--- src/psir_pkg.sv ---
// Constants and carrier types for the strap override and interrupt enable register bank.
// Assumes a 32-bit AHB-Lite slave port with one register per aligned word.
package psir_pkg;

   // Bus and register widths.
   localparam int unsigned DATA_W = 32;
   localparam int unsigned REG_W = 16;
   localparam int unsigned IDX_W = 6;
   localparam int unsigned EVT_N = 8;

   // Register indices; the byte address is four times the index.
   localparam logic [5:0] IDX_OVR = 6'h16;
   localparam logic [5:0] IDX_STS = 6'h17;
   localparam logic [5:0] IDX_CTRL = 6'h18;
   localparam logic [5:0] IDX_ICS = 6'h1b;

   // Strap override register.
   localparam logic [15:0] OVR_RST = 16'h0002;
   localparam logic [15:0] OVR_WMASK = 16'hfbff;
   localparam int unsigned OVR_B2B_BIT = 6;
   localparam int unsigned OVR_NAND_BIT = 5;
   localparam int unsigned OVR_RMII_BIT = 1;

   // Strap status register.
   localparam int unsigned STS_ADDR_STRAP_LSB = 13;
   localparam int unsigned STS_RMII_BIT = 1;
   localparam logic [1:0] ADDR_STRAP_LOW = 2'h0;
   localparam logic [1:0] ADDR_STRAP_HIGH = 2'h3;

   // Expanded control register.
   localparam logic [15:0] CTRL_RST = 16'h0801;
   localparam int unsigned CTRL_ENERGY_DETECT_OFF_BIT = 11;

   // Interrupt control/status register: enables in the high byte, flags in the low byte.
   localparam int unsigned ICS_EN_LSB = 8;
   localparam logic [7:0] ICS_EN_RST = 8'h00;

   // Synchroniser depth; straps are caught on the edge after this many edges following reset release.
   localparam logic [1:0] STRAP_SETTLE = 2'h2;

   // AHB transfer type bit that marks NONSEQ or SEQ.
   localparam int unsigned HTRANS_ACTIVE_BIT = 1;

   typedef struct packed {
      logic valid;
      logic write;
      logic [5:0] idx;
   } psir_ahb_req_s;

   typedef struct packed {
      logic [1:0] addr_strap;
      logic rmii;
   } psir_strap_s;

endpackage

--- src/psir_regs.sv ---
// Strap override, strap status, expanded control and interrupt control/status registers.
// Assumes a single AHB-Lite master, word transfers and event pulses on mclk_in.
`timescale 1ns/1ps
module psir_regs #(
   parameter int unsigned ADDR_W = 8
) (
   // Clock and reset.
   input wire logic mclk_in,
   input wire logic rst_n_in,
   // AHB-Lite slave port.
   input wire logic hsel_in,
   input wire logic [ADDR_W-1:0] haddr_in,
   input wire logic [1:0] htrans_in,
   input wire logic hwrite_in,
   input wire logic [2:0] hsize_in,
   input wire logic [31:0] hwdata_in,
   input wire logic hready_in,
   output logic [31:0] hrdata_out,
   output logic hreadyout_out,
   output logic hresp_out,
   // Strapping pins.
   input wire logic [1:0] phy_address_strap_in,
   input wire logic rmii_strap_in,
   // Event pulses: 7 jabber, 6 rx error, 5 page, 4 pd fault, 3 lp ack, 2 down, 1 rf, 0 up.
   input wire logic [7:0] phy_event_in,
   // Operating mode controls.
   output logic rmii_mode_out,
   output logic rmii_back_to_back_out,
   output logic nand_tree_mode_out,
   output logic energy_detect_powerdown_en_out,
   output logic [4:0] phy_address_out,
   // Interrupt.
   output logic irq_out
);

   if (ADDR_W < 8 || ADDR_W > 32) begin : g_bad_addr_w
      $error("psir_regs: ADDR_W must lie between 8 and 32");
   end

   psir_pkg::psir_ahb_req_s req;
   psir_pkg::psir_ahb_req_s next_req;
   psir_pkg::psir_strap_s strap_sync;
   psir_pkg::psir_strap_s strap;
   logic [1:0] settle_cnt;
   logic strap_done;
   logic [15:0] ovr;
   logic [15:0] next_ovr;
   logic [15:0] ctrl;
   logic [15:0] next_ctrl;
   logic [7:0] irq_en;
   logic [7:0] next_irq_en;
   logic [7:0] flags;
   logic [7:0] w1c;
   logic addr_take;
   logic rd_take;
   logic wr_ovr;
   logic wr_ctrl;
   logic wr_ics;
   logic rd_ics;

   function automatic logic [5:0] word_index(input logic [ADDR_W-1:0] addr);
      return addr[7:2];
   endfunction

   function automatic logic [15:0] sts_word(input psir_pkg::psir_strap_s s);
      logic [15:0] w;
      w = 16'h0000;
      w[psir_pkg::STS_ADDR_STRAP_LSB +: 2] = s.addr_strap;
      w[psir_pkg::STS_RMII_BIT] = s.rmii;
      return w;
   endfunction

   // Bus request decode.
   assign addr_take = hsel_in && htrans_in[psir_pkg::HTRANS_ACTIVE_BIT] && hready_in;
   assign rd_take = addr_take && !hwrite_in;
   assign rd_ics = rd_take && (word_index(haddr_in) == psir_pkg::IDX_ICS);
   assign wr_ovr = req.valid && req.write && (req.idx == psir_pkg::IDX_OVR);
   assign wr_ctrl = req.valid && req.write && (req.idx == psir_pkg::IDX_CTRL);
   assign wr_ics = req.valid && req.write && (req.idx == psir_pkg::IDX_ICS);

   // Every transfer completes with no wait state and an OKAY response.
   assign hreadyout_out = 1'b1;
   assign hresp_out = 1'b0;

   always_comb begin
      next_req = req;
      if (hready_in) begin
         next_req.valid = hsel_in && htrans_in[psir_pkg::HTRANS_ACTIVE_BIT];
         next_req.write = hwrite_in;
         next_req.idx = word_index(haddr_in);
      end
   end

   always_ff @(posedge mclk_in) begin
      if (!rst_n_in) begin
         req <= '0;
      end else begin
         req <= next_req;
      end
   end

   // Strap pins are synchronised, then caught once after reset release.
   psir_sync #(
      .W(3)
   ) u_strap_sync (
      .mclk_in(mclk_in),
      .rst_n_in(rst_n_in),
      .async_in({phy_address_strap_in, rmii_strap_in}),
      .sync_out(strap_sync)
   );

   always_ff @(posedge mclk_in) begin
      if (!rst_n_in) begin
         settle_cnt <= 2'h0;
         strap_done <= 1'b0;
      end else if (!strap_done) begin
         if (settle_cnt == psir_pkg::STRAP_SETTLE) begin
            strap_done <= 1'b1;
         end else begin
            settle_cnt <= settle_cnt + 2'h1;
         end
      end
   end

   // Any non-zero address strap selects 3h, so only 0h and 3h are ever reported.
   always_ff @(posedge mclk_in) begin
      if (!rst_n_in) begin
         strap <= '0;
      end else if (!strap_done && settle_cnt == psir_pkg::STRAP_SETTLE) begin
         strap.addr_strap <= (strap_sync.addr_strap == 2'h0) ? psir_pkg::ADDR_STRAP_LOW
                                                             : psir_pkg::ADDR_STRAP_HIGH;
         strap.rmii <= strap_sync.rmii;
      end
   end

   assign phy_address_out = {3'h0, strap.addr_strap};

   // Strap override register; bit 10 stays zero.
   always_comb begin
      next_ovr = ovr;
      if (wr_ovr) begin
         next_ovr = hwdata_in[15:0] & psir_pkg::OVR_WMASK;
      end
   end

   always_ff @(posedge mclk_in) begin
      if (!rst_n_in) begin
         ovr <= psir_pkg::OVR_RST;
      end else begin
         ovr <= next_ovr;
      end
   end

   // Back-to-back follows override bit 6 alone, whatever the RMII bit holds.
   assign rmii_back_to_back_out = ovr[psir_pkg::OVR_B2B_BIT];
   assign nand_tree_mode_out = ovr[psir_pkg::OVR_NAND_BIT];
   assign rmii_mode_out = ovr[psir_pkg::OVR_RMII_BIT];

   // Expanded control register.
   always_comb begin
      next_ctrl = ctrl;
      if (wr_ctrl) begin
         next_ctrl = hwdata_in[15:0];
      end
   end

   always_ff @(posedge mclk_in) begin
      if (!rst_n_in) begin
         ctrl <= psir_pkg::CTRL_RST;
      end else begin
         ctrl <= next_ctrl;
      end
   end

   assign energy_detect_powerdown_en_out = !ctrl[psir_pkg::CTRL_ENERGY_DETECT_OFF_BIT];

   // Interrupt enables, high byte of the control/status register.
   always_comb begin
      next_irq_en = irq_en;
      if (wr_ics) begin
         next_irq_en = hwdata_in[psir_pkg::ICS_EN_LSB +: 8];
      end
   end

   always_ff @(posedge mclk_in) begin
      if (!rst_n_in) begin
         irq_en <= psir_pkg::ICS_EN_RST;
      end else begin
         irq_en <= next_irq_en;
      end
   end

   // Event flags clear on a read or by writing ones to the low byte.
   assign w1c = wr_ics ? hwdata_in[7:0] : 8'h00;

   psir_evt_flags #(
      .N(psir_pkg::EVT_N)
   ) u_flags (
      .mclk_in(mclk_in),
      .rst_n_in(rst_n_in),
      .set_in(phy_event_in),
      .rd_clr_in(rd_ics),
      .w1c_in(w1c),
      .flags_out(flags)
   );

   assign irq_out = |(flags & irq_en);

   // Read data are registered in the address phase; writes in flight to the override, control and enable fields are forwarded, flag clears are not.
   always_ff @(posedge mclk_in) begin
      if (!rst_n_in) begin
         hrdata_out <= 32'h0000_0000;
      end else if (rd_take) begin
         case (word_index(haddr_in))
            psir_pkg::IDX_OVR: hrdata_out <= {16'h0000, next_ovr};
            psir_pkg::IDX_STS: hrdata_out <= {16'h0000, sts_word(strap)};
            psir_pkg::IDX_CTRL: hrdata_out <= {16'h0000, next_ctrl};
            psir_pkg::IDX_ICS: hrdata_out <= {16'h0000, next_irq_en, flags};
            default: hrdata_out <= 32'h0000_0000;
         endcase
      end
   end

   // Every event, with its enable set, must reach the interrupt on its own.
   for (genvar g = 0; g < psir_pkg::EVT_N; g++) begin : g_irq_each

   end
endmodule

--- src/psir_sync.sv ---
// Two-flop synchroniser for a group of level inputs.
// Assumes the inputs are quasi-static pins from outside the mclk_in domain.
`timescale 1ns/1ps
module psir_sync #(
   parameter int unsigned W = 3
) (
   // Clock and reset.
   input wire logic mclk_in,
   input wire logic rst_n_in,
   // Asynchronous levels and their synchronised copies.
   input wire logic [W-1:0] async_in,
   output logic [W-1:0] sync_out
);

   logic [W-1:0] meta;

   always_ff @(posedge mclk_in) begin
      if (!rst_n_in) begin
         meta <= '0;
         sync_out <= '0;
      end else begin
         meta <= async_in;
         sync_out <= meta;
      end
   end

endmodule

--- src/psir_evt_flags.sv ---
// Sticky event flags, cleared all at once by a read or bit by bit by writing ones.
// Assumes set pulses come from logic on the same clock.
`timescale 1ns/1ps
module psir_evt_flags #(
   parameter int unsigned N = 8
) (
   // Clock and reset.
   input wire logic mclk_in,
   input wire logic rst_n_in,
   // Events, clear controls and flags.
   input wire logic [N-1:0] set_in,
   input wire logic rd_clr_in,
   input wire logic [N-1:0] w1c_in,
   output logic [N-1:0] flags_out
);

   logic [N-1:0] next_flags;

   if (N < 1 || N > 16) begin : g_bad_n
      $error("psir_evt_flags: N must lie between 1 and 16");
   end

   // A set in the same cycle as a clear keeps the flag.
   always_comb begin
      next_flags = flags_out & ~(w1c_in | {N{rd_clr_in}});
      next_flags = next_flags | set_in;
   end

   always_ff @(posedge mclk_in) begin
      if (!rst_n_in) begin
         flags_out <= '0;
      end else begin
         flags_out <= next_flags;
      end
   end

endmodule

--- config.mk ---
export PLATFORM = sky130hd
export DESIGN_NAME = psir_regs
export DESIGN_NICKNAME = d
export VERILOG_FILES = /design/src/psir_pkg.sv /design/src/psir_regs.sv /design/src/psir_sync.sv /design/src/psir_evt_flags.sv
export SDC_FILE = /design/constraint.sdc
export NUM_CORES = 1
export LEC_CHECK = 0
export ABC_CLOCK_PERIOD_IN_PS = 2610
export BUFFER_PORTS_ARGS = -buffer_cell sky130_fd_sc_hd__buf_2
export CORE_UTILIZATION = 53
export DETAILED_ROUTE_END_ITERATION = 10
export PLACE_DENSITY = 0.87
export SYNTH_ARGS = -nofsm -noshare
export SYNTH_HDL_FRONTEND = slang
export SYNTH_SLANG_ARGS = --single-unit
--- constraint.sdc ---
create_clock -name mclk_in -period 2.61 [get_ports mclk_in]
set_clock_uncertainty 0.2 [all_clocks]
set_input_delay 0.3915 -clock mclk_in [delete_from_list [all_inputs] [get_ports mclk_in]]
set_output_delay 0.3915 -clock mclk_in [all_outputs]
set_load 0.02 [all_outputs]
==> results of run 1 <==
cell usage after synthesis (all sizes together) (2+ instances only):
cell type and number:
nand4bb 2, and4b 2, nand3 5, o21a 29, inv 11, nor3 2
buf 29, a22oi 5, and3 36, clkbuf 24, and2 10, or3 3
o2111a 5, nand4b 5, a31oi 7, a222oi 6, a21oi 33, nor2 18
dfxtp 83, conb 2, nor4bb 2, nand2 25, a211o 4, a41oi 2
a311oi 8, a21boi 23, o21ai 36, mux2i 8, a211oi 16
critical path: stages (launching register included):
cell and delay [ns]:
dfxtp_1 0.49, nand4b_1 0.50, o2111a_1 0.44, a211oi_1 0.23, a31oi_1 0.12
power groups by stage:
stage	Clock (mW)	Combinational, mW	Sequential (mW)
2_1_floorplan	0	0.212	1.36
3_3_place_gp	0	0.249	1.37
3_5_place_dp	0	0.264	1.38
4_1_cts	0.889	0.266	1.35
5_1_grt	0.948	0.289	1.35
6_report	0.887	0.267	1.35
routing by layer:
layer  vias to the layer above  share of wire  wire length, um  track usage
met5                         -              0                0            0
met4                         0          0.030              308       0.1515
met3                        40          0.079              824      0.06925
met2                       187           0.47             4873       0.4296
met1                      1777           0.42             4368       0.3331
li1                       1755              -                -            -
cells by family after synthesis:
group           Yosys count  synth area share
mux                       8           0.01986
fa+ha+maj                 1          0.003103
buf+inv                  64           0.08721
flops                    83            0.4122
other cells               2          0.001863
simple gates            120            0.1744
compound gates          175            0.2992
xor+xnor                  1          0.002173
worst max-delay path by stage:
| stage | start | to |
|---|---|---|
| global placement | haddr_in[2] | hrdata_out[6] |
| CTS | req[0] | hrdata_out[9] |
| global route | req[0] | hrdata_out[9] |
| floorplan | hready_in | u_flags.flags_out[0] |
| detailed placement | haddr_in[2] | hrdata_out[5] |
| finish | req[0] | hrdata_out[8] |
through the flow:
| step | instances | hold slack [ns] | utilization | setup slack [ns] | total power, mW |
|---|---|---|---|---|---|
| 4_1_cts | 617 | 0.01946 | 0.6285 | 0.5685 | 2.500 |
| 6_report | 617 | 0.01969 | 0.6285 | 0.5101 | 2.500 |
| 5_1_grt | 617 | 0.01792 | 0.6285 | 0.3161 | 2.587 |
| 3_3_place_gp | 601 | 0.2163 | 0.6026 | 0.4307 | 1.620 |
| 3_5_place_dp | 601 | 0.2241 | 0.6026 | 0.3409 | 1.640 |
| 2_1_floorplan | 473 | 0.2119 | - | 0.6270 | 1.573 |
flip-flops by register name (all words and copies together), names as in the netlist, 3 cells and up:
register	cells
ctrl	16
hrdata_out	16
ovr	16
irq_en	8
req	8
u_flags.flags_out	8
u_strap_sync.meta	3
u_strap_sync.sync_out	3
final cells by class:
| cell class | count | area (um^2) |
|---|---|---|
| Clock inverter | 5 | 37.54 |
| Timing Repair Buffer | 82 | 462.9 |
| Sequential cell | 83 | 1662 |
| Inverter | 11 | 41.29 |
| Multi-Input combinational cell | 326 | 2105 |
| Clock buffer | 11 | 151.4 |
| Fill cell | 622 | 2709 |
| Tap cell | 99 | 123.9 |
==> run_results.csv, run 1 <==
group,metric,value,unit
status,outcome,"complete, no violations",
clock_network,clock-sinks,83,
global_route,grt_pass1_wl,15980,um
pwr,p_sw_frac,0.2772,
global_route,grt-ovfl-total,0,
detailed_routing,drc_errors,0,
detailed_routing,drtPass1Iterations,5,
pwr,p_comb_frac,0.107,
synth,yosys_most_used_dff,"dfxtp_1",
floorplan,start_util,0.5528,
critical_path,r2r_end,"hrdata_out[8]",
floorplan,core_area,7292,um^2
pwr,ir_worst_vdd,0.3395,mV
clock_network,clk_pin_slew_worst_paths,0.09,ns
timing,setup_viol,0,
timing,final.setup.tns,0,ns
clock_network,worstSkewPairLatency,0.37,ns
cells_and_area,final_common_cell,"dfxtp_1",
timing,timing.final.crit_share,0.8046,
floorplan,design.die.area,7959,um^2
detailed_routing,wl_per_cell,16.81,um
timing,maxSlewHeadroom,0.5484,
clock_network,cts.repair.resized,0,
cells_and_area,drive_gt1_frac,0.2104,
critical_path,r2r_start,"req[0]",
clock_network,cts_root_buf,"clkbuf_8",
cells_and_area,diodes,0,
timing,slew_violations,0,
worst_hold_path,min-delay-start,"phy_event_in[2]",
floorplan,ios,105,
critical_path,worstPathMaxFanout,14,
place,hpwlAfterDp,7126,um
synth,syn_avg_cell_area,8.880,um^2
flow_run,cap_violations,0,
cells_and_area,fin_nets,575,
floorplan,die_y,89.22,um
global_route,grt_max_degree,34,
worst_hold_path,hold_path.class,"input port to register",
global_route,grt_use_total,0.2698,
clock_network,hold_buffers,0,
global_route,antenna_found_initial,0,
critical_path,critical_path_required,2.66,ns
pwr,p_int,1.807,mW
timing,fin_crit,2.100,ns
pwr,clkPwrFrac,0.355,
critical_path,arrival,2.15,ns
synth,synth_area,4031,um^2
detailed_routing,drtAntennaViolNets,0,
pwr,power.leakage,1.871,nW
detailed_routing,vias,3759,
detailed_routing,dr.first_iter.drc_count,359,
critical_path,r2r_slack,0.51,ns
pwr,p_switching,0.6931,mW
floorplan,rows,31,
timing,hold_violations,0,
critical_path,setup.worst_path.start_class,"register",
synth,synth_top_area_frac,0.4122,
critical_path,critical_path_class,"register to register",
worst_hold_path,min_to,"u_flags.flags_out[2]",
floorplan,die_w,89.22,um
synth,ys_types,50,
synth,syn_inst,454,
clock_network,cts_tree,"yes",
synth,synth_edf_count,0,
timing,max_freq,476.2,MHz
place,io_buffers,61,
pwr,power.density,545.6,nW/um^2
clock_network,postCtsSetupBuffers,0,
cells_and_area,mostFrequentLayoutCells,"dfxtp_1, buf_2, o21ai_0",
detailed_routing,routed_via_density,6.092,
timing,tightest_slew,0.6766,ns
place,dpl_cell_area,4394,um^2
synth,synthArstFlopShare,0,
detailed_routing,wl,10370,um
synth,synthTopCellsByArea,"dfxtp_1, o21a_1, and3_1, o21ai_0, buf_4",
critical_path,endpoint_kind,"register",
clock_network,numCtsBuffers,9,
synth,synth_area_leader_cell,"dfxtp_1",
cells_and_area,design_area,4583,um^2
worst_hold_path,hold-path-cell-count,2,
cells_and_area,syn_to_final_growth,13.69,%
global_route,grt_pass1_vias,3462,
clock_network,cts_buffer_depth,2,
critical_path,rr_worst_depth,4,
timing,rsz0062_at_grt,"false",
pwr,pwr-share-seq,0.538,
synth,ys_seq_area_frac,0.4122,
synth,synth-seq-cells,83,
place,place_congestion,0.8575,
clock_network,htreeDepth,3,
synth,yosys_warnings,0,
Note: power is estimated with default switching activity, not from simulation.
==> inputs of run 2 (changes only) <==
ABC_CLOCK_PERIOD_IN_PS = 2100   (was 2610)
clock period = 2.1 ns   (was 2.61 ns; I/O delays follow)
==> run 2 against run 1 <==
Net effect: non-clock buffer count rose by 20; clock power rose by 43%; sequential power up 24%; register-to-register slack got worse by 0.40 ns; design area is 5.4% higher; setup slack got worse by 0.40 ns; via count shrank 0.19%; cell count grew 3.2%; critical endpoint unchanged; largest power group unchanged.
==> run_results.csv, run 2 (synthesis gave the netlist of run 1 again) <==
group,metric,value,unit
status,outcome,"complete, no violations",
critical_path,setup.worst_path.start_class,"register",
global_route,grt_max_degree,47,
clock_network,numCtsBuffers,9,
place,io_buffers,61,
cells_and_area,drive_gt1_frac,0.2193,
cells_and_area,syn_to_final_growth,19.80,%
critical_path,worstPathMaxFanout,10,
pwr,p_sw_frac,0.2596,
place,hpwlAfterDp,7189,um
floorplan,ios,105,
detailed_routing,drtAntennaViolNets,0,
clock_network,clock-sinks,83,
timing,setup_viol,0,
timing,timing.final.crit_share,0.9469,
cells_and_area,fill_cells,615,
detailed_routing,dr.first_iter.drc_count,453,
clock_network,htreeDepth,3,
global_route,grt-ovfl-total,0,
critical_path,cp.buffers_inverters,1,
pwr,p_switching,0.8575,mW
pwr,clkPwrFrac,0.385,
cells_and_area,final_common_cell,"dfxtp_1",
detailed_routing,drc_errors,0,
clock_network,cts_tree,"yes",
detailed_routing,wl_per_cell,16.39,um
worst_hold_path,hold_path.class,"input port to register",
critical_path,r2r_start,"req[5]",
critical_path,critPathTopFamily,"compound AO/OA/AOI/OAI gates",
floorplan,start_util,0.5528,
critical_path,cp_slowest_stage_delay,0.41,ns
clock_network,cts_buffer_depth,2,
clock_network,clk_pin_slew_worst_paths,0.08,ns
place,place_congestion,0.8737,
timing,final.setup.tns,0,ns
critical_path,startpoint,"req[5]",
critical_path,crit_chain,"nand4b_1 -> buf_4 -> o2111a_1 -> a211oi_1 -> a31oi_1",
critical_path,endpoint_kind,"register",
critical_path,critical_path_class,"register to register",
flow_run,cap_violations,0,
worst_hold_path,min-delay-start,"hwrite_in",
cells_and_area,mostFrequentLayoutCells,"dfxtp_1, buf_2, o21ai_0",
detailed_routing,drtPass1Iterations,6,
pwr,pwr-share-seq,0.506,
floorplan,rows,31,
timing,rsz0062_at_grt,"false",
pwr,fin_total_pwr,3.304,mW
critical_path,critical_path_required,2.14,ns
clock_network,cts_root_buf,"clkbuf_8",
pwr,power.leakage,1.978,nW
timing,slew_violations,0,
timing,fin_crit,1.989,ns
global_route,grt_pass1_wl,16270,um
floorplan,die_w,89.22,um
floorplan,die_y,89.22,um
global_route,grt_use_total,0.2707,
pwr,p_comb_frac,0.109,
critical_path,arrival,2.03,ns
detailed_routing,wl,10440,um
global_route,grt_pass1_vias,3450,
global_route,antenna_found_initial,0,
timing,hold_violations,0,
floorplan,core_area,7292,um^2
cells_and_area,diodes,0,
cells_and_area,top_regs,"ctrl: 16 flops, hrdata_out: 16 flops, ovr: 16 flops",
critical_path,crit_slowest_cell,"nand4b_1",
floorplan,design.die.area,7959,um^2
timing,max_freq,502.9,MHz
clock_network,worstSkewPairLatency,0.36,ns
cells_and_area,fin_nets,595,
detailed_routing,vias,3752,
pwr,ir_worst_vdd,0.5214,mV
pwr,p_int,2.446,mW
pwr,power.density,684.0,nW/um^2
detailed_routing,routed_via_density,5.890,
## run 2: cell count changes in the layout (fill, tap and decap cells not counted), moves of 2 or more
cell and change:
buf_12 +2, clkbuf_8 -2, buf_4 +7, dlygate4sd3_1 +11, bufinv_16 +2
## run 2: area by class of cell
| type | count | area [um^2] | share of cell area |
|---|---|---|---|
| Sequential cell | 83 | 1662 | 0.3440 |
| Clock inverter | 7 | 100.1 | 0.02073 |
| Clock buffer | 9 | 123.9 | 0.02565 |
| Tap cell | 99 | 123.9 | 0.02565 |
| Inverter | 11 | 41.29 | 0.008549 |
| Multi-Input combinational cell | 326 | 2113 | 0.4376 |
| Timing Repair Buffer | 102 | 665.6 | 0.1378 |
## run 2: worst reg2reg max path, cell delays in order, from the launching register on
cell      delay [ns]
dfxtp_1         0.33
nand4b_1        0.41
buf_4           0.31
o2111a_1        0.25
a211oi_1        0.26
a31oi_1         0.11
## run 2: timing repair
item	in CTS	in global routing
hold buffers	11	0
buffers inserted	0	0
endpoints found under the hold margin	11	0
endpoints found under the setup margin	0	2
gates resized for setup	0	1
## run 2: metal layers
metal | track usage | up-vias | wire length (um) | part of all wire
met1 | 0.3385 | 1720 | 4378 | 0.42
li1 | - | 1792 | - | -
met5 | 0 | - | 0 | 0
met4 | 0.09524 | 0 | 265 | 0.025
met3 | 0.07202 | 34 | 876 | 0.084
met2 | 0.4511 | 206 | 4919 | 0.47
## run 2: stage by stage
stage	setup WS [ns]	util	std cells	hold slack, ns	cell area (um^2)
finish	0.1115	0.6623	637	0.01044	4830
global route	0.03829	0.6623	637	0.006757	4830
CTS	0.1135	0.6611	637	0.004557	4821
detailed placement	0.03992	0.6153	610	0.2203	4487
global placement	0.1165	0.6153	610	0.2158	4487
floorplan	0.1935	-	473	0.2119	4103
## run 2: worst paths after layout
kind                                    to  slack (ns)  depth (start not counted)
setup / recovery             hrdata_out[8]        0.11                          5
hold / removal                      req[6]        0.01                          3
setup reg to reg             hrdata_out[8]        0.11                          5
hold reg to reg   u_strap_sync.sync_out[2]        0.24                          1
## run 2: power by group through the flow
stage,Clock [mW],Combinational [mW],Sequential [mW]
CTS,1.29,0.357,1.67
global route,1.37,0.402,1.68
global placement,0,0.321,1.70
floorplan,0,0.263,1.69
finish,1.27,0.360,1.67
detailed placement,0,0.338,1.71
==> inputs of run 3 (changes only) <==
ABC_CLOCK_PERIOD_IN_PS = 1600   (was 2100)
CORE_UTILIZATION = 48   (was 53)
PLACE_DENSITY = 0.83   (was 0.87)
clock period = 1.6 ns   (was 2.1 ns; I/O delays follow)
==> run 3 against run 2 <==
Net effect: the flow now finishes with violations (negative setup slack); register-to-register slack worse by 0.39 ns; global-route usage up 3.0 points; die area is 10% higher; clock power increased by 24%; worst hold slack improved by 0.0070 ns; setup slack got worse by 0.39 ns; first-iteration DRC count rose by 7.7%; power rose by 32%; critical path depth is the same; combinational power rose by 68%.
==> run_results.csv, run 3 (synthesis gave the netlist of run 1 again) <==
group,metric,value,unit
critical_path,endpoint_kind,"register",
timing,timing.final.crit_share,1.174,
detailed_routing,wl,14030,um
detailed_routing,drc_errors,0,
timing,final.setup.worst_slack,-0.2779,ns
clock_network,cts_root_buf,"clkbuf_8",
floorplan,die_w,93.65,um
floorplan,die_y,93.65,um
global_route,grt-ovfl-total,0,
status,outcome,"finished, violations left",
pwr,power.density,745.7,nW/um^2
detailed_routing,wl_per_cell,19.66,um
floorplan,design.die.area,8769,um^2
cells_and_area,regArea,1689,um^2
critical_path,critical_path_class,"register to register",
clock_network,clock-sinks,83,
detailed_routing,vias,4484,
floorplan,ios,105,
global_route,grt_pass1_wl,20160,um
clock_network,clk_pin_slew_worst_paths,0.09,ns
place,io_buffers,61,
worst_hold_path,hold_path.class,"input port to register",
clock_network,htreeDepth,3,
timing,fin_crit,1.878,ns
place,place_congestion,0.8249,
clock_network,cts_buffer_depth,2,
timing,rsz0062_at_grt,"true",
cells_and_area,post-route-util,0.7179,
timing,hold_violations,0,
detailed_routing,dr.first_iter.drc_count,488,
place,dpl.cell_count,655,
timing,slew_violations,0,
cells_and_area,mostFrequentLayoutCells,"dfxtp_1, buf_4, buf_2",
floorplan,core_area,8175,um^2
clock_network,worstSkewPairLatency,0.37,ns
timing,max_freq,532.5,MHz
detailed_routing,drtAntennaViolNets,0,
clock_network,cts_tree,"yes",
cells_and_area,syn_to_final_growth,45.59,%
global_route,grt_max_degree,27,
floorplan,rows,33,
critical_path,worstPathMaxFanout,7,
place,hpwlAfterDp,7724,um
cells_and_area,top_regs,"ctrl: 16 flops, hrdata_out: 16 flops, ovr: 16 flops",
status,violations,"negative setup slack",
global_route,grt_pass1_vias,4109,
critical_path,setup.worst_path.start_class,"register",
cells_and_area,drive_gt1_frac,0.4105,
cells_and_area,diodes,0,
clock_network,numCtsBuffers,9,
detailed_routing,routed_via_density,6.280,
global_route,antenna_found_initial,0,
critical_path,critical_path_required,1.68,ns
flow_run,cap_violations,0,
cells_and_area,fin_nets,666,
floorplan,start_util,0.4931,
pwr,power.leakage,2.386,nW
cells_and_area,multi_input_comb_area,2420,um^2
timing,fin_hold_ws,0.01741,ns
cells_and_area,final_common_cell,"dfxtp_1",
critical_path,arrival,1.96,ns
detailed_routing,drtPass1Iterations,6,
place,post-place-ws,-0.3902,ns
pwr,ir_worst_vdd,0.6410,mV
global_route,grt_use_total,0.3011,
cells_and_area,fin_cells,714,
cells_and_area,fill_cells,545,
timing,setup_viol,50,
[run 3: cell types whose count changed in the layout (fill, tap and decap cells not counted), sizes merged]
cell	before	now
clkbuf	9	10
dlygate4sd3	11	25
clkinvlp	3	2
buf	91	146
bufinv	2	1
bufbuf	0	1
clkinv	1	3
[run 3: stage by stage]
| stage | setup TNS (ns) | area [um^2] | power [mW] |
|---|---|---|---|
| 6_report | -5.554 | 5869 | 4.377 |
| 5_1_grt | -7.630 | 5869 | 4.517 |
| 4_1_cts | -3.975 | 5577 | 4.313 |
| 3_5_place_dp | -8.872 | 4845 | 2.714 |
| 3_3_place_gp | -6.581 | 4845 | 2.691 |
| 2_1_floorplan | -2.594 | 4202 | 2.575 |
[run 3: path summary, 6_finish.rpt]
kind	start	end	slack [ns]	depth (start not counted)
min	hwrite_in	req[6]	0.02	4
max	req[5]	hrdata_out[5]	-0.28	5
max reg2reg	req[5]	hrdata_out[5]	-0.28	5
min reg2reg	u_strap_sync.meta[0]	u_strap_sync.sync_out[0]	0.24	1
[run 3: what timing repair did]
item / CTS / global route
pin swaps: 33 / 26
resized for setup: 84 / 63
endpoints found under the hold margin: 30 / 0
setup buffers: 9 / 7
hold buffers: 25 / 0
gates cloned: 2 / 1
endpoints found under the setup margin: 58 / 63
[run 3: report_power, final]
part	switching, mW	internal, mW	total, mW	leakage [nW]
registers	0.0612	2.14	2.20	0.681
logic	0.335	0.270	0.604	1.61
clock network	0.847	0.729	1.58	0.0958
[run 3: final cells by class]
cell class	instances	area share
clock inverters	7	0.01300
multi-input cells	326	0.4123
flip-flops and latches	83	0.2878
well taps	105	0.02238
clock buffers	9	0.02110
inverters	11	0.007035
repair buffers	173	0.2364
[run 3: critical path: stages (launching register included)]
cell and delay (ns):
dfxtp_2 0.34, and4b_2 0.27, buf_12 0.16, a211oi_4 0.38
a222oi_1 0.17, a311oi_1 0.26
[run 3: metal layers]
layer | global-route usage | vias to the layer above | wire length (um)
li1 | - | 1951 | -
met1 | 0.3438 | 2114 | 5102
met2 | 0.5178 | 331 | 6769
met3 | 0.06016 | 88 | 1330
met4 | 0.1795 | 0 | 831
met5 | 0 | - | 0
